<file path="src/core/pipe_not_ready_event_pkg.sv">
package pipe_not_ready_event_pkg;
  localparam int ADDR_W = 12;
  // printed offsets are register indexes; byte address is four times the index
  localparam logic [9:0] IDX_GLOBAL_STATUS = 10'h040;
  localparam logic [9:0] IDX_NOT_READY_EVENT_MASK = 10'h042;
  localparam logic [9:0] IDX_NOT_READY_EVENT_STATUS = 10'h048;
  localparam logic [9:0] IDX_BUFFER_EMPTY_EVENT_STATUS = 10'h04A;
  localparam logic [9:0] IDX_FRAME = 10'h04C;
  localparam logic [9:0] IDX_PIPE_CFG = 10'h068;
  localparam int FRAME_ISO_OVERRUN_FLAG_BIT = 15;
  localparam int FRAME_ISO_CRC_ERROR_FLAG_BIT = 14;
  localparam int GSTAT_NOT_READY_EVENT_BIT = 9;
  localparam int GSTAT_BUFFER_EMPTY_EVENT_BIT = 10;
  localparam logic [1:0] RESP_NAK = 2'h0;
  localparam logic [1:0] RESP_BUF = 2'h1;
  localparam logic [1:0] RESP_STALL = 2'h3;
  localparam logic [1:0] FAIL_LIMIT_M1 = 2'h2;
  localparam logic [2:0] UFRAME_LAST = 3'h4;

  typedef enum logic [1:0] {
    XT_CTRL = 2'b00,
    XT_ISO = 2'b01,
    XT_BULK = 2'b10,
    XT_INTR = 2'b11
  } xfer_type_e;

  typedef enum logic [3:0] {
    EV_NONE = 4'b0000,
    EV_OUT_TIME_EMPTY = 4'b0001,
    EV_IN_TIME_FULL = 4'b0010,
    EV_HUB_FAIL = 4'b0011,
    EV_HANDSHAKE_OK = 4'b0100,
    EV_STALL = 4'b0101,
    EV_NYET = 4'b0110,
    EV_PER_IN_EMPTY = 4'b0111,
    EV_PER_OUT_FULL = 4'b1000,
    EV_PER_PING_FULL = 4'b1001,
    EV_ISO_MISSED = 4'b1010,
    EV_BUF_EMPTY = 4'b1011
  } ev_kind_e;

  // cfg register layout: [1:0] response select, [3:2] type, [4] transmit, [5] split pending
  typedef struct packed {
    logic cs_pending;
    logic tx;
    xfer_type_e xtype;
    logic [1:0] resp;
  } pipe_cfg_s;

  typedef struct packed {
    logic valid;
    ev_kind_e kind;
    logic [3:0] pipe;
    logic host;
    logic split;
    logic csplit;
    logic setup;
    logic toggle_mismatch;
    logic data_error;
    logic [2:0] uframe;
  } usb_event_s;

  typedef struct packed {
    logic not_ready_event;
    logic [3:0] pipe;
    logic send_zlp;
    logic send_nak;
    logic discard;
  } pipe_action_s;
endpackage

</file>
<file path="src/core/pipe_not_ready_event_logic.sv">
// Register access over APB was chosen for this implementation.
module pipe_not_ready_event_logic
  import pipe_not_ready_event_pkg::*;
#(
  parameter int NUM_PIPES = 10
) (
  input wire logic clk,
  input wire logic rst_n,
  input wire logic psel,
  input wire logic penable,
  input wire logic pwrite,
  input wire logic [ADDR_W-1:0] paddr,
  input wire logic [31:0] pwdata,
  output logic [31:0] prdata,
  output logic pready,
  output logic pslverr,
  input wire usb_event_s usb_event,
  output pipe_action_s action,
  output logic irq_n
);
  pipe_cfg_s pipe_cfg [NUM_PIPES];
  logic [1:0] fail_cnt [NUM_PIPES];
  logic [NUM_PIPES-1:0] pipe_not_ready_flags;
  logic [NUM_PIPES-1:0] pipe_buffer_empty_flags;
  logic [NUM_PIPES-1:0] not_ready_enable_mask;
  logic [NUM_PIPES-1:0] buffer_empty_event_enable_mask;
  logic iso_overrun_flag;
  logic iso_crc_error_flag;
  logic [1:0] global_irq_status;

  // bus decode
  logic [9:0] widx;
  logic wr_done;
  logic setup_phase;
  logic [31:0] next_prdata;
  logic next_pslverr;
  logic cfg_hit;
  logic [9:0] cfg_off;

  assign widx = paddr[ADDR_W-1:2];
  assign wr_done = psel && penable && pready && pwrite;
  assign setup_phase = psel && !penable;
  assign cfg_off = widx - IDX_PIPE_CFG;
  assign cfg_hit = (widx >= IDX_PIPE_CFG) && (cfg_off < 10'(NUM_PIPES));

  always_comb begin
    next_prdata = 32'h0000_0000;
    next_pslverr = 1'b0;
    if (widx == IDX_NOT_READY_EVENT_STATUS) begin
      next_prdata[NUM_PIPES-1:0] = pipe_not_ready_flags;
    end else if (widx == IDX_BUFFER_EMPTY_EVENT_STATUS) begin
      next_prdata[NUM_PIPES-1:0] = pipe_buffer_empty_flags;
    end else if (widx == IDX_FRAME) begin
      next_prdata[FRAME_ISO_OVERRUN_FLAG_BIT] = iso_overrun_flag;
      next_prdata[FRAME_ISO_CRC_ERROR_FLAG_BIT] = iso_crc_error_flag;
    end else if (widx == IDX_NOT_READY_EVENT_MASK) begin
      next_prdata[NUM_PIPES-1:0] = not_ready_enable_mask;
      next_prdata[16 +: NUM_PIPES] = buffer_empty_event_enable_mask;
    end else if (widx == IDX_GLOBAL_STATUS) begin
      next_prdata[GSTAT_NOT_READY_EVENT_BIT] = global_irq_status[0];
      next_prdata[GSTAT_BUFFER_EMPTY_EVENT_BIT] = global_irq_status[1];
    end else if (cfg_hit) begin
      next_prdata[5:0] = pipe_cfg[cfg_off[3:0]];
    end else begin
      next_pslverr = 1'b1;
    end
  end

  // answer: ready in the first access cycle, data captured in setup
  always_ff @(posedge clk) begin
    if (!rst_n) begin
      pready <= 1'b0;
      prdata <= 32'h0000_0000;
      pslverr <= 1'b0;
    end else begin
      pready <= setup_phase;
      if (setup_phase) begin
        prdata <= pwrite ? 32'h0000_0000 : next_prdata;
        pslverr <= next_pslverr;
      end
    end
  end

  // event decode
  usb_event_s ev;
  pipe_cfg_s cur;
  logic ev_ok;
  logic host_split;
  logic is_iso;
  logic fail_third;
  logic a_not_ready_event;
  logic a_iso_overrun_flag;
  logic a_iso_crc_error_flag;
  logic a_nak_sel;
  logic a_stall_sel;
  logic a_clr_cs;
  logic a_zlp;
  logic a_nak_hs;
  logic a_discard;
  logic a_buffer_empty_event;
  logic a_fail_inc;
  logic a_fail_clr;

  assign ev = usb_event;
  assign ev_ok = ev.valid && (ev.pipe < 4'(NUM_PIPES));
  assign cur = ev_ok ? pipe_cfg[ev.pipe] : '0;
  assign host_split = ev.host && ev.split && !ev.setup;
  assign is_iso = cur.xtype == XT_ISO;
  assign fail_third = ev_ok ? (fail_cnt[ev.pipe] == FAIL_LIMIT_M1) : 1'b0;

  always_comb begin
    a_not_ready_event = 1'b0;
    a_iso_overrun_flag = 1'b0;
    a_iso_crc_error_flag = 1'b0;
    a_nak_sel = 1'b0;
    a_stall_sel = 1'b0;
    a_clr_cs = 1'b0;
    a_zlp = 1'b0;
    a_nak_hs = 1'b0;
    a_discard = 1'b0;
    a_buffer_empty_event = 1'b0;
    a_fail_inc = 1'b0;
    a_fail_clr = 1'b0;
    if (ev_ok) begin
      case (ev.kind)
        EV_OUT_TIME_EMPTY: begin
          if (host_split && cur.tx && is_iso && !ev.csplit) begin
            a_not_ready_event = 1'b1;
            a_iso_overrun_flag = 1'b1;
            a_zlp = 1'b1;
          end
        end
        EV_IN_TIME_FULL: begin
          if (host_split && !cur.tx && is_iso) begin
            a_not_ready_event = 1'b1;
            a_iso_overrun_flag = 1'b1;
            a_discard = 1'b1;
          end
        end
        EV_HUB_FAIL: begin
          if (host_split) begin
            a_fail_inc = !fail_third;
            a_fail_clr = fail_third;
            if (fail_third && cur.tx && !is_iso) begin
              a_not_ready_event = 1'b1;
              a_nak_sel = 1'b1;
              a_clr_cs = ev.csplit;
            end else if (fail_third && !cur.tx) begin
              if (cur.xtype == XT_BULK || cur.xtype == XT_CTRL) begin
                a_not_ready_event = 1'b1;
                a_nak_sel = 1'b1;
                a_clr_cs = ev.csplit;
              end else if (ev.csplit && cur.xtype == XT_INTR) begin
                a_not_ready_event = 1'b1;
                a_nak_sel = 1'b1;
                a_clr_cs = 1'b1;
              end else if (ev.csplit) begin
                a_iso_crc_error_flag = 1'b1;
                a_clr_cs = 1'b1;
              end
            end
          end
        end
        EV_HANDSHAKE_OK: a_fail_clr = 1'b1;
        EV_STALL: begin
          if (host_split && ev.csplit && (cur.tx || !is_iso)) begin
            a_not_ready_event = 1'b1;
            a_stall_sel = 1'b1;
            a_clr_cs = 1'b1;
            a_fail_clr = 1'b1;
          end
        end
        EV_NYET: begin
          if (host_split && ev.csplit && ev.uframe == UFRAME_LAST) begin
            if (cur.tx && cur.xtype == XT_INTR) begin
              a_not_ready_event = 1'b1;
              a_clr_cs = 1'b1;
            end else if (!cur.tx && (is_iso || cur.xtype == XT_INTR)) begin
              a_not_ready_event = 1'b1;
              a_iso_crc_error_flag = 1'b1;
              a_clr_cs = 1'b1;
            end
          end
        end
        EV_PER_IN_EMPTY: begin
          if (!ev.host && cur.tx && cur.resp == RESP_BUF) begin
            a_not_ready_event = 1'b1;
            a_zlp = is_iso;
            a_iso_overrun_flag = is_iso;
          end
        end
        EV_PER_OUT_FULL: begin
          if (!ev.host && !cur.tx && cur.resp == RESP_BUF) begin
            if (is_iso) begin
              a_not_ready_event = 1'b1;
              a_iso_overrun_flag = 1'b1;
            end else begin
              a_nak_hs = 1'b1;
              a_not_ready_event = !ev.toggle_mismatch && !ev.data_error;
            end
          end
        end
        EV_PER_PING_FULL: begin
          if (!ev.host && !cur.tx && cur.resp == RESP_BUF) begin
            a_not_ready_event = 1'b1;
          end
        end
        EV_ISO_MISSED: begin
          if (!ev.host && is_iso && cur.resp == RESP_BUF) begin
            a_not_ready_event = 1'b1;
          end
        end
        EV_BUF_EMPTY: a_buffer_empty_event = 1'b1;
        default: a_not_ready_event = 1'b0;
      endcase
    end
  end

  // per-pipe state
  for (genvar i = 0; i < NUM_PIPES; i++) begin : g_pipe
    logic hit;
    logic cfg_wr;
    assign hit = ev_ok && (ev.pipe == 4'(i));
    assign cfg_wr = wr_done && cfg_hit && (cfg_off == 10'(i));

    always_ff @(posedge clk) begin
      if (!rst_n) begin
        pipe_cfg[i] <= '0;
      end else begin
        if (cfg_wr) begin
          pipe_cfg[i] <= pipe_cfg_s'(pwdata[5:0]);
        end
        if (hit && a_stall_sel) begin
          pipe_cfg[i].resp <= RESP_STALL;
        end else if (hit && a_nak_sel) begin
          pipe_cfg[i].resp <= RESP_NAK;
        end
        if (hit && a_clr_cs) begin
          pipe_cfg[i].cs_pending <= 1'b0;
        end
      end
    end

    always_ff @(posedge clk) begin
      if (!rst_n) begin
        fail_cnt[i] <= 2'h0;
      end else if (hit && a_fail_clr) begin
        fail_cnt[i] <= 2'h0;
      end else if (hit && a_fail_inc) begin
        fail_cnt[i] <= fail_cnt[i] + 2'h1;
      end
    end

    // flag writes: zero clears, one keeps; a hardware set in the same cycle wins
    always_ff @(posedge clk) begin
      if (!rst_n) begin
        pipe_not_ready_flags[i] <= 1'b0;
      end else if (hit && a_not_ready_event && pipe_cfg[i].resp == RESP_BUF) begin
        pipe_not_ready_flags[i] <= 1'b1;
      end else if (wr_done && widx == IDX_NOT_READY_EVENT_STATUS && !pwdata[i]) begin
        pipe_not_ready_flags[i] <= 1'b0;
      end
    end

    always_ff @(posedge clk) begin
      if (!rst_n) begin
        pipe_buffer_empty_flags[i] <= 1'b0;
      end else if (hit && a_buffer_empty_event) begin
        pipe_buffer_empty_flags[i] <= 1'b1;
      end else if (wr_done && widx == IDX_BUFFER_EMPTY_EVENT_STATUS && !pwdata[i]) begin
        pipe_buffer_empty_flags[i] <= 1'b0;
      end
    end
  end

  always_ff @(posedge clk) begin
    if (!rst_n) begin
      iso_overrun_flag <= 1'b0;
      iso_crc_error_flag <= 1'b0;
    end else begin
      if (a_iso_overrun_flag) begin
        iso_overrun_flag <= 1'b1;
      end else if (wr_done && widx == IDX_FRAME && !pwdata[FRAME_ISO_OVERRUN_FLAG_BIT]) begin
        iso_overrun_flag <= 1'b0;
      end
      if (a_iso_crc_error_flag) begin
        iso_crc_error_flag <= 1'b1;
      end else if (wr_done && widx == IDX_FRAME && !pwdata[FRAME_ISO_CRC_ERROR_FLAG_BIT]) begin
        iso_crc_error_flag <= 1'b0;
      end
    end
  end

  always_ff @(posedge clk) begin
    if (!rst_n) begin
      not_ready_enable_mask <= '0;
      buffer_empty_event_enable_mask <= '0;
    end else if (wr_done && widx == IDX_NOT_READY_EVENT_MASK) begin
      not_ready_enable_mask <= pwdata[NUM_PIPES-1:0];
      buffer_empty_event_enable_mask <= pwdata[16 +: NUM_PIPES];
    end
  end

  always_ff @(posedge clk) begin
    if (!rst_n) begin
      global_irq_status <= 2'h0;
      irq_n <= 1'b1;
    end else begin
      global_irq_status[0] <= |(pipe_not_ready_flags & not_ready_enable_mask);
      global_irq_status[1] <= |(pipe_buffer_empty_flags & buffer_empty_event_enable_mask);
      irq_n <= !(|global_irq_status);
    end
  end

  always_ff @(posedge clk) begin
    if (!rst_n) begin
      action <= '0;
    end else begin
      action.not_ready_event <= a_not_ready_event;
      action.pipe <= ev.pipe;
      action.send_zlp <= a_zlp;
      action.send_nak <= a_nak_hs;
      action.discard <= a_discard;
    end
  end

  // checks
  a_stall_code: assert property (@(posedge clk) disable iff (!rst_n)
    (ev_ok && ev.kind == EV_STALL && host_split && ev.csplit && cur.tx) |=>
    (pipe_cfg[$past(ev.pipe)].resp == RESP_STALL && !pipe_cfg[$past(ev.pipe)].cs_pending))
    else $error("stall on complete-split did not select stall");
  a_third_fail_nak: assert property (@(posedge clk) disable iff (!rst_n)
    (ev_ok && ev.kind == EV_HUB_FAIL && host_split && cur.tx && !is_iso && fail_third) |=>
    (pipe_cfg[$past(ev.pipe)].resp == RESP_NAK && fail_cnt[$past(ev.pipe)] == 2'h0))
    else $error("third hub failure did not select nak");
  a_early_fail_keep: assert property (@(posedge clk) disable iff (!rst_n)
    (ev_ok && ev.kind == EV_HUB_FAIL && host_split && !fail_third) |=> !action.not_ready_event)
    else $error("not-ready raised before third failure");
  a_nyet_keeps_resp: assert property (@(posedge clk) disable iff (!rst_n)
    (ev_ok && ev.kind == EV_NYET && host_split && ev.csplit && ev.uframe == UFRAME_LAST
     && cur.tx && cur.xtype == XT_INTR && !(wr_done && cfg_hit)) |=>
    (pipe_cfg[$past(ev.pipe)].resp == $past(cur.resp) && action.not_ready_event))
    else $error("nyet at last microframe mishandled");
  a_iso_fail_iso_crc_error_flag: assert property (@(posedge clk) disable iff (!rst_n)
    (ev_ok && ev.kind == EV_HUB_FAIL && host_split && ev.csplit && !cur.tx && is_iso && fail_third)
    |=> (iso_crc_error_flag && !action.not_ready_event))
    else $error("iso complete-split failure did not set crc error");
  a_toggle_no_not_ready_event: assert property (@(posedge clk) disable iff (!rst_n)
    (ev_ok && ev.kind == EV_PER_OUT_FULL && !ev.host && !is_iso && (ev.toggle_mismatch || ev.data_error))
    |=> !action.not_ready_event)
    else $error("not-ready raised for retransmission or bad packet");
  a_per_out_nak: assert property (@(posedge clk) disable iff (!rst_n)
    (ev_ok && ev.kind == EV_PER_OUT_FULL && !ev.host && !cur.tx && !is_iso && cur.resp == RESP_BUF)
    |=> action.send_nak)
    else $error("full non-iso receive did not answer nak");
  a_buffer_empty_event_w0c: assert property (@(posedge clk) disable iff (!rst_n)
    (wr_done && widx == IDX_BUFFER_EMPTY_EVENT_STATUS && !(ev_ok && a_buffer_empty_event)) |=>
    (pipe_buffer_empty_flags == ($past(pipe_buffer_empty_flags) & $past(pwdata[NUM_PIPES-1:0]))))
    else $error("buffer-empty write did not clear by zero");
  a_irq_follows: assert property (@(posedge clk) disable iff (!rst_n)
    (|(pipe_not_ready_flags & not_ready_enable_mask)) |-> ##2 !irq_n)
    else $error("enabled not-ready flag did not raise interrupt");
  a_iso_zlp_iso_overrun_flag: assert property (@(posedge clk) disable iff (!rst_n)
    (ev_ok && ev.kind == EV_OUT_TIME_EMPTY && host_split && !ev.csplit && cur.tx && is_iso)
    |=> (action.send_zlp && iso_overrun_flag))
    else $error("iso empty out timing did not send zlp");

  c_stall: cover property (@(posedge clk) disable iff (!rst_n) ev_ok && a_stall_sel);
  c_third_fail: cover property (@(posedge clk) disable iff (!rst_n) ev_ok && a_nak_sel);
  c_per_nak: cover property (@(posedge clk) disable iff (!rst_n) a_nak_hs);
  c_irq: cover property (@(posedge clk) disable iff (!rst_n) !irq_n);
endmodule

</file>
<file path="config.mk">
export PLATFORM = sky130hd
export DESIGN_NAME = pipe_not_ready_event_logic
export DESIGN_NICKNAME = d
export VERILOG_FILES = /design/src/core/pipe_not_ready_event_pkg.sv /design/src/core/pipe_not_ready_event_logic.sv
export SDC_FILE = /design/constraint.sdc
export NUM_CORES = 1
export LEC_CHECK = 0
export ABC_AREA = 0
export BUFFER_PORTS_ARGS = -buffer_cell sky130_fd_sc_hd__buf_4
export CAP_MARGIN = 30
export CORE_MARGIN = 4
export CORE_UTILIZATION = 45
export CTS_BUF_LIST = sky130_fd_sc_hd__clkbuf_16
export CTS_CLUSTER_DIAMETER = 100
export DETAILED_ROUTE_END_ITERATION = 10
export PLACE_DENSITY = 0.67
export SYNTH_ARGS = -nofsm -noshare
export SYNTH_HDL_FRONTEND = slang
export SYNTH_SLANG_ARGS = --single-unit
</file>
<file path="constraint.sdc">
create_clock -name clk -period 2.32 [get_ports clk]
set_input_delay 0.116 -clock clk [delete_from_list [all_inputs] [get_ports clk]]
set_output_delay 0.116 -clock clk [all_outputs]
set_load 0.01 [all_outputs]
</file>
---- Yosys cells after proc, flatten, opt, wreduce, memory -nomap -nowiden ----
Memories as Yosys holds them, arrays and structs flattened.
Cells that the tools add are included.
operators by class
  bitwise gates (word level) .............. 62
  equality and inequality tests ........... 50
  multiplexer cells ....................... 385
  reduce and logical (&&, ||, !) cells .... 212
  $add $sub $neg .......................... 11
  magnitude comparators ................... 3
operators by type and width
  kind                 count
  $mux 1               314
  $logic_and 1x1->1    156
  $mux 2               42
  $mux 6               13
  $or 1x1->1           60
  $eq 10x7->1 const B  5
  $reduce_bool 2->1    22
  $eq 10x3->1 const B  4
  $mux 10              4
  $eq 4x3->1 const B   8
  $mux 26              1
  $eq 2x1->1 const B   12
  $eq 4x4->1 const B   6
  $mux 12              2
  $logic_not 1->1      22
  $add 2x1->2 const B  10
  $and 10x10->10       2
  $eq 10x2->1 const B  2
  $eq 10x4->1 const B  2
  $reduce_or 10->1     2
  $eq 4x2->1 const B   4
  $mux 11              1
  $eq 10x1->1 const B  1
  $ge 10x7->1 const B  1
  other kinds (20)     27
word-level totals
  logic and storage cells ................. 759
  bits in registers ....................... 87
  output and inout port bits .............. 43
  RAM bits ................................ 80
  memories kept ........................... 2
  bits of input ports ..................... 67
memory list
  name      words  width  read ports  clocked after memory_dff  wr ports  line                              RTL
  pipe_cfg  10     6      12          0                         10        pipe_not_ready_event_logic.sv:21  pipe_cfg_s pipe_cfg [NUM_PIPES];
  fail_cnt  10     2      11          0                         10        pipe_not_ready_event_logic.sv:22  logic [1:0] fail_cnt [NUM_PIPES];

---- Longest topological paths before layout ----
Gate-level depths: netlist (run 1).
  depth after elaboration ................. 18
  mapped depth ............................ 10
  gate-level depth less buffers ........... 9

---- Worst setup path before layout (run 1) ----
Ideal clock, no wire load.
  kind .................................... register -> register
  from .................................... memory fail_cnt[2][0]
  to ...................................... memory pipe_cfg[3][0] (netlist name) (enable)
  buffers on the path ..................... 1
  slack ................................... -0.170 ns
  arrival time ............................ 2.162 ns
  setup time .............................. 0.328 ns
  clock period less this slack ............ 2.490 ns
  required time ........................... 1.992 ns
  stages on the path, launching flop included .. 9
  cells stage by stage .................... edfxtp_1 mux4_1 mux2_2 o21ai_1 nand3_1 a21oi_2 buf_2 nor2_1 o21ai_0
RTL lines
  element      line
  from (decl)  pipe_not_ready_event_logic.sv:22
  to (decl)    pipe_not_ready_event_logic.sv:21

==> parameters.txt, run 1 <==
Parameter                              Value

Critical path
  Data required, critical path    2.47 ns
  Type of origin of the critical path    register
  Data arrival time at the worst-slack endpoint    2.72 ns
  Crit path kind    register to register
  Largest driver fanout on the critical path    5
  Endpoint kind of the worst setup timing path    register

Logic synthesis
  Gate count of the mapped netlist    891
  Flip-flop cell with the highest count after synthesis    sky130_fd_sc_hd__edfxtp_1
  Largest family of logic cells by synthesized area    simple AND/OR/NAND/NOR gates
  Sequential area share after synthesis    0.4589
  Compound-Gate Fraction of Synth Area    0.1782
  XOR/XNOR share of the synthesized area    0.01115
  Share of synthesized cell area in full adder, half adder and majority cells    0.001449
  Number of enable-type register cells in the synthesized netlist    80
  Proportion of register bits with asynchronous set or reset after synthesis    0
  Number of synthesized register bits    158
  Leading post-synthesis cells by cell area    sky130_fd_sc_hd__edfxtp_1 (28%), sky130_fd_sc_hd__dfxtp_1 (18%), sky130_fd_sc_hd__nand2_1 (5.3%)
  Count of different cell masters after synthesis    69
  Fraction of the mapped netlist area in simple logic gates    0.2060
  Cell type with the highest aggregate area in the netlist    sky130_fd_sc_hd__edfxtp_1
  Multiplexer share of the synthesized area    0.09720
  Number of synthesis warnings    0
  Post-Syn Area    8637 um2
  Syn Area/Cell    9.694 um2
  Area share of the largest cell type after synthesis    0.2781

Power
  Maximum ir drop on the vdd rail    0.0005550 V
  Static leakage power    4.500 nW
  Overall Power    6.637 mW
  Total power density per cell area    580.1 nW/um2

Floorplan
  Core outline area    18770 um2
  Count of boundary I/O pins    110
  Die width    146.5 um
  Area of the die    21470 um2
  Row count    50
  Initial cell density of the core    0.4602
  Y dimension of the die    146.5 um

Layout
  Antenna diode count    0
  Share of post-route cells with drive strength above 1    0.3163
  Layout net count    1149
  Area Overhead vs Synth    32.48%

Drt
  Post-DR wirelength/cell    21.46 um
  Starting DRC count in detailed routing    802
  Vias per cell    6.040
  First-pass iteration count of the detailed router    5
  Total detailed-routing wirelength    28500 um
  Post-DRT Antenna Nets    0
  Detailed-route via count    8021
  Detailed-route DRC error count    0

Timing
  Max transition margin    0.5989
  Tightest hold margin    0.02532 ns
  Min setup slack post-route    -0.2499 ns
  Number of max-slew violations in the final report    0
  Final min period    2.570 ns
  Hold Fails Final Rpt    0
  Worst-margin pin slew    0.5865 ns
  Fmax    389.1 MHz
  Number of setup violations in the final report    91
  Setup repair after global routing missed its margin    true
  Share of the clock period used by the worst path after layout    1.108
  Clock skew after layout    0.01071 ns

GRT
  Number of global-route vias before repair    7744
  GRT Resource Usage Total    0.2576
  Antenna violations before repair    0
  Grt total ovfl    0
  First-pass GRT wire length    43040 um
  Maximum number of pins on one net before global-route repair    51

Placement
  HPWL Detailed    20820 um
  GPL Wtd Cong    0.9666
  Port bufs    88

Flow run
  Maxcap violations    0

Clocking
  CTS tree    yes
  Clock Path Buffers    2
  Total number of H-tree levels    4
  CTS Root Cell    sky130_fd_sc_hd__clkbuf_16
  Clock-pin slew on the worst setup and hold paths    0.07 ns
  CTS Buf Count    17
  Total clock sinks    158
  Clock network latency to the later pin of the worst-skew pair    0.44 ns

Hold path
  Min-delay worst type    primary input to register

Outcome
  Outcome    finished with violations
  Violations in the final reports    setup timing
==> final cells by class <==
cell class / count / area [um2]
fill: 1570 / 7326
multi-input combinational: 652 / 4568
sequential: 158 / 3964
timing repair buffer: 234 / 1941
clock buffer: 19 / 475.5
tap: 234 / 292.8
clock inverter: 13 / 133.9
inverter: 18 / 67.56
==> worst max-delay path, stage by stage (launching register included) <==
cell	delay [ns]
sky130_fd_sc_hd__edfxtp_1	0.40
sky130_fd_sc_hd__mux4_2	0.46
sky130_fd_sc_hd__and2_4	0.18
sky130_fd_sc_hd__o31ai_4	0.34
sky130_fd_sc_hd__buf_4	0.19
sky130_fd_sc_hd__o311a_4	0.22
sky130_fd_sc_hd__o21a_4	0.23
sky130_fd_sc_hd__nand2_8	0.10
sky130_fd_sc_hd__o21ai_4	0.15
==> flip-flops by register name (all words and copies together) (netlist names), 2 cells and up <==
signal / flops
prdata: 23
pipe_cfg: 60
pipe_buffer_empty_flags: 10
action: 8
buffer_empty_event_enable_mask: 10
fail_cnt: 20
not_ready_enable_mask: 10
global_irq_status: 2
pipe_not_ready_flags: 10
==> per-stage QoR <==
step	cell area (um2)	instances	utilization	TNS, ns	setup WS, ns
floorplan	8732	899	-	-1.719	-0.08203
global placement	10240	1261	0.5456	-15.61	-0.2455
detailed placement	10240	1261	0.5456	-19.47	-0.3189
CTS	11220	1315	0.5979	-20.16	-0.3294
global route	11440	1328	0.6097	-27.02	-0.3539
finish	11440	1328	0.6097	-17.60	-0.2499
==> per-layer routing <==
metal	global-route usage	vias up	part of all wire
met5	0	-	0
met4	0.1105	0	0.037
met3	0.05214	67	0.088
met2	0.4138	416	0.47
met1	0.3398	3860	0.40
li1	-	3678	-
==> timing repair <==
| item | 4_1_cts | 5_1_grt |
|---|---|---|
| hold buffers | 17 | 0 |
| buffers inserted | 6 | 12 |
| cloned | 0 | 1 |
| gates resized for setup | 31 | 34 |
| pin swaps | 11 | 5 |
| setup endpoints to repair | 92 | 95 |
| endpoints found under the hold margin | 22 | 0 |
==> cell families (layout without fill, tap and decap cells) <==
logic type      after synthesis  in the layout
other cells                   1              9
xor+xnor                     11             11
compound gates              212            212
buf+inv                      89            284
simple gates                365            365
fa+ha+maj                     1              1
mux                          54             54
flops                       158            158
==> final timing paths <==
kind | start | end | slack, ns | cells past startpoint
setup reg to reg | pipe_cfg[1][2] | fail_cnt[3][0] | -0.25 | 8
hold reg to reg | global_irq_status[0] | irq_n | 0.44 | 1
setup / recovery | pipe_cfg[1][2] | fail_cnt[3][0] | -0.25 | 8
hold / removal | penable | prdata[15] | 0.03 | 4
==> Yosys cell counts, types with 10 or more instances <==
library cell / instances
sky130_fd_sc_hd__nor3_1: 28
sky130_fd_sc_hd__mux2i_1: 16
sky130_fd_sc_hd__and2_1: 37
sky130_fd_sc_hd__nand4_1: 10
sky130_fd_sc_hd__nand2_1: 121
sky130_fd_sc_hd__inv_1: 16
sky130_fd_sc_hd__a221oi_1: 10
sky130_fd_sc_hd__o211ai_1: 20
sky130_fd_sc_hd__mux4_2: 14
sky130_fd_sc_hd__a21oi_1: 44
sky130_fd_sc_hd__o211a_1: 10
sky130_fd_sc_hd__dfxtp_1: 78
sky130_fd_sc_hd__a22oi_1: 30
sky130_fd_sc_hd__nand3_1: 27
sky130_fd_sc_hd__o21ai_0: 46
sky130_fd_sc_hd__nor2_1: 85
sky130_fd_sc_hd__xnor2_1: 10
sky130_fd_sc_hd__edfxtp_1: 80
sky130_fd_sc_hd__mux2_2: 17
sky130_fd_sc_hd__clkbuf_1: 49
==> where the power goes <==
part / total [mW] / switching (mW) / internal (mW) / leakage [nW]
combinational: 0.730 / 0.411 / 0.319 / 2.71
sequential: 2.99 / 0.0264 / 2.97 / 1.48
clock: 2.91 / 1.27 / 1.64 / 0.306
total: 6.64 / 1.71 / 4.93 / 4.50
==> placed cells by master, fill, tap and decap left out, drive strengths merged, types with 6 or more instances in the layout <==
| cell | count |
|---|---|
| buf | 216 |
| nand2 | 121 |
| nor2 | 85 |
| edfxtp | 80 |
| dfxtp | 78 |
| o21ai | 48 |
| a21oi | 45 |
| and2 | 37 |
| a22oi | 30 |
| nor3 | 28 |
| nand3 | 27 |
| inv | 25 |
| o211ai | 20 |
| clkbuf | 20 |
| mux4 | 20 |
| mux2 | 18 |
| dlygate4sd3 | 17 |
| mux2i | 16 |
| a221oi | 11 |
| o31ai | 11 |
| nand4 | 10 |
| xnor2 | 10 |
| o211a | 10 |
| conb | 9 |
| nor2b | 9 |
| nand2b | 7 |
| a222oi | 6 |
| nand4b | 6 |
| a2111oi | 6 |
| a22o | 6 |
(Power assumes the default switching activity.)
==> inputs of run 2 (changes only) <==
- clock period: 2.32 -> 2.3 ns (I/O delays scaled with it)
==> parameters.txt, run 2 (synthesized netlist as in run 1, its figures left out) <==
Parameter                              Value

Power
  Maximum ir drop on the vdd rail    0.0005893 V (+6.2%)
  Total power density per cell area    572.4 nW/um2 (-1.3%)
  Overall Power    6.746 mW (+1.6%)
  Static leakage power    4.608 nW (+2.4%)

Timing
  Total negative slack    -23.66 ns (-6.063 ns)
  Fmax    378.5 MHz (-2.7%)
  Clock skew after layout    0.01236 ns (+0.001656 ns)
  Worst-margin pin slew    0.5797 ns (-0.006810 ns)
  Hold Fails Final Rpt    0 (unchanged)
  Number of max-slew violations in the final report    0 (unchanged)
  Number of setup violations in the final report    91 (unchanged)
  Max transition margin    0.6135 (+0.01465)
  Final min period    2.642 ns (+0.07207 ns)
  Share of the clock period used by the worst path after layout    1.149 (+0.04097)
  Min setup slack post-route    -0.3420 ns (-0.09207 ns)
  Tightest hold margin    0.01482 ns (-0.01049 ns)
  Setup repair after global routing missed its margin    true

Floorplan
  Core outline area    18770 um2 (unchanged)
  Count of boundary I/O pins    110 (unchanged)
  Die width    146.5 um (unchanged)
  Row count    50 (unchanged)
  Initial cell density of the core    0.4602 (unchanged)
  Area of the die    21470 um2 (unchanged)
  Y dimension of the die    146.5 um (unchanged)

Drt
  Vias per cell    6.004 (-0.60%)
  Met1 layer wirelength in the final routing    11670 um (+1.6%)
  Top Metal Used    met4
  Starting DRC count in detailed routing    876 (+9.2%)
  Post-DR wirelength/cell    21.50 um (+0.17%)
  Detailed-route via count    8069 (+0.60%)
  Detailed route wirelength on metal3    2325 um (-7.7%)
  Met2 WL post-DR    13990 um (+4.0%)
  First-pass iteration count of the detailed router    7 (+2)
  Post-DRT Antenna Nets    0 (unchanged)
  Total detailed-routing wirelength    28890 um (+1.4%)
  Detailed-route DRC error count    0 (unchanged)

Critical path
  Cell with the largest stage delay on the worst path    sky130_fd_sc_hd__mux4_2
  Data arrival time at the worst-slack endpoint    2.82 ns (+0.10 ns)
  Crit path kind    register to register
  Bufs and invs on worst path    2 (+1)
  Data required, critical path    2.48 ns (about the same)
  Largest stage delay on the critical path    0.50 ns (+0.04 ns)
  Endpoint kind of the worst setup timing path    register
  Source of the worst register-to-register timing path    pipe_cfg[3][2]
  Number of logic stages on the critical path including buffering    9 (+1)
  Critical Path Source    pipe_cfg[3][2]
  Reg2reg end    pipe_cfg[6][5]
  Cell family with the largest share of critical-path delay    compound AO/OA/AOI/OAI gates
  FF-to-FF setup slack    -0.34 ns (-0.09 ns)
  CP Cell Sequence    mux4_2 > and2_4 > o31ai_4 > buf_6 > a31oi_4 > o221a_4 > buf_12 > o21ai_4 > o21ai_1
  Worst Reg-to-Reg Cells    9 (+1)
  Type of origin of the critical path    register
  End point of the critical path    pipe_cfg[6][5]
  Largest driver fanout on the critical path    5 (unchanged)

Layout
  Largest registers in the final layout    pipe_cfg (60), prdata (23), fail_cnt (20)
  Max reg flops    60 (unchanged)
  Layout net count    1165 (+1.4%)
  Area of the multi-input gates    4815 um2 (+5.4%)
  Filler Cells Inserted    1509 (-3.9%)
  Final non-filler cell area    11790 um2 (+3.0%)
  Top register by number of flip-flops    pipe_cfg
  FF/Latch Area    3964 um2 (unchanged)
  Commonest cells after routing, fill and taps aside    sky130_fd_sc_hd__buf_4 (211), sky130_fd_sc_hd__nand2_1 (108), sky130_fd_sc_hd__nor2_1 (82)
  Commonest non-fill, non-tap cell in the layout    sky130_fd_sc_hd__buf_4
  Area Overhead vs Synth    36.46%
  Share of post-route cells with drive strength above 1    0.3459 (+0.02968)
  Antenna diode count    0 (unchanged)

Clocking
  CTS Root Cell    sky130_fd_sc_hd__clkbuf_16
  Clock Path Buffers    2 (unchanged)
  Clock-pin slew on the worst setup and hold paths    0.07 ns (about the same)
  Clock network latency to the later pin of the worst-skew pair    0.44 ns (about the same)
  CTS tree    yes
  Total number of H-tree levels    4 (unchanged)
  Total clock sinks    158 (unchanged)
  CTS Buf Count    17 (unchanged)

Placement
  Dpl ws    -0.5844 ns (-0.2655 ns)
  Port bufs    88 (unchanged)
  GPL Wtd Cong    0.9597 (-0.71%)
  HPWL Detailed    20510 um (-1.5%)
  Placed instance area    10250 um2 (about the same)

GRT
  Number of global-route vias before repair    7947 (+2.6%)
  Grt total ovfl    0 (unchanged)
  Maximum number of pins on one net before global-route repair    53 (+3.9%)
  GRT Resource Usage Total    0.2619 (+0.004289)
  Antenna violations before repair    0 (unchanged)
  First-pass GRT wire length    44280 um (+2.9%)

Hold path
  Startpoint of the lowest-slack hold path    pwdata[4]
  Min-delay worst type    primary input to register
  Count of cells along the worst hold path    3 (-1)

Outcome
  Violations in the final reports    setup timing
  Outcome    finished with violations

Flow run
  Maxcap violations    0 (unchanged)
==> run 2: cell count changes in the layout (fill, tap and decap cells not counted), moves of 4 or more <==
cell                      before  now
sky130_fd_sc_hd__buf_6         1   11
sky130_fd_sc_hd__nand2_1     114  108
sky130_fd_sc_hd__o21ai_4       8   23
sky130_fd_sc_hd__o21ai_1      12    5
sky130_fd_sc_hd__nand2_2       5    9
sky130_fd_sc_hd__buf_4       205  211
==> run 2: timing repair <==
item                                   4_1_cts  5_1_grt
gates resized for setup                     54       56
setup endpoints to repair                   92       94
gates cloned                                 4        0
buffers inserted                            19        9
pin swaps                                   20       38
hold buffers                                17        0
endpoints found under the hold margin       22        0
==> run 2: worst min-delay path by stage <==
stage	end	slack [ns]
finish	not_ready_enable_mask[4]	0.01
global route	not_ready_enable_mask[5]	0.03
CTS	not_ready_enable_mask[4]	0.007
detailed placement	buffer_empty_event_enable_mask[0]	0.37
global placement	buffer_empty_event_enable_mask[7]	0.37
floorplan	buffer_empty_event_enable_mask[0]	0.25
==> run 2: routing by layer <==
| layer | vias to the layer above | track usage |
|---|---|---|
| li1 | 3725 | - |
| met1 | 3858 | 0.3424 |
| met2 | 418 | 0.4357 |
| met3 | 68 | 0.04935 |
| met4 | 0 | 0.09407 |
| met5 | - | 0 |
==> run 2: metrics by stage <==
stage	util	instances
final	0.6280	1344
after global placement	0.5460	1264
after floorplan	-	899
after global routing	0.6280	1344
after detailed placement	0.5460	1264
after CTS	0.6101	1334
==> run 2: area by class of cell <==
| class | instances | area share |
|---|---|---|
| Clock buffer | 17 | 0.03609 |
| Sequential cell | 158 | 0.3363 |
| Tap cell | 234 | 0.02484 |
| Inverter | 18 | 0.005732 |
| Clock inverter | 15 | 0.01603 |
| Timing Repair Buffer | 247 | 0.1725 |
| Multi-Input combinational cell | 655 | 0.4085 |
==> run 2: report_power, final <==
part,total (mW),internal [mW],switching (mW)
logic,0.767,0.337,0.430
registers,3.02,2.99,0.0259
clock network,2.96,1.58,1.38
total,6.75,4.91,1.84
==> run 2: worst min-delay path: stages <==
cell and delay (ns):
sky130_fd_sc_hd__buf_4 0.17, sky130_fd_sc_hd__nand2_1 0.07, sky130_fd_sc_hd__a21oi_1 0.05
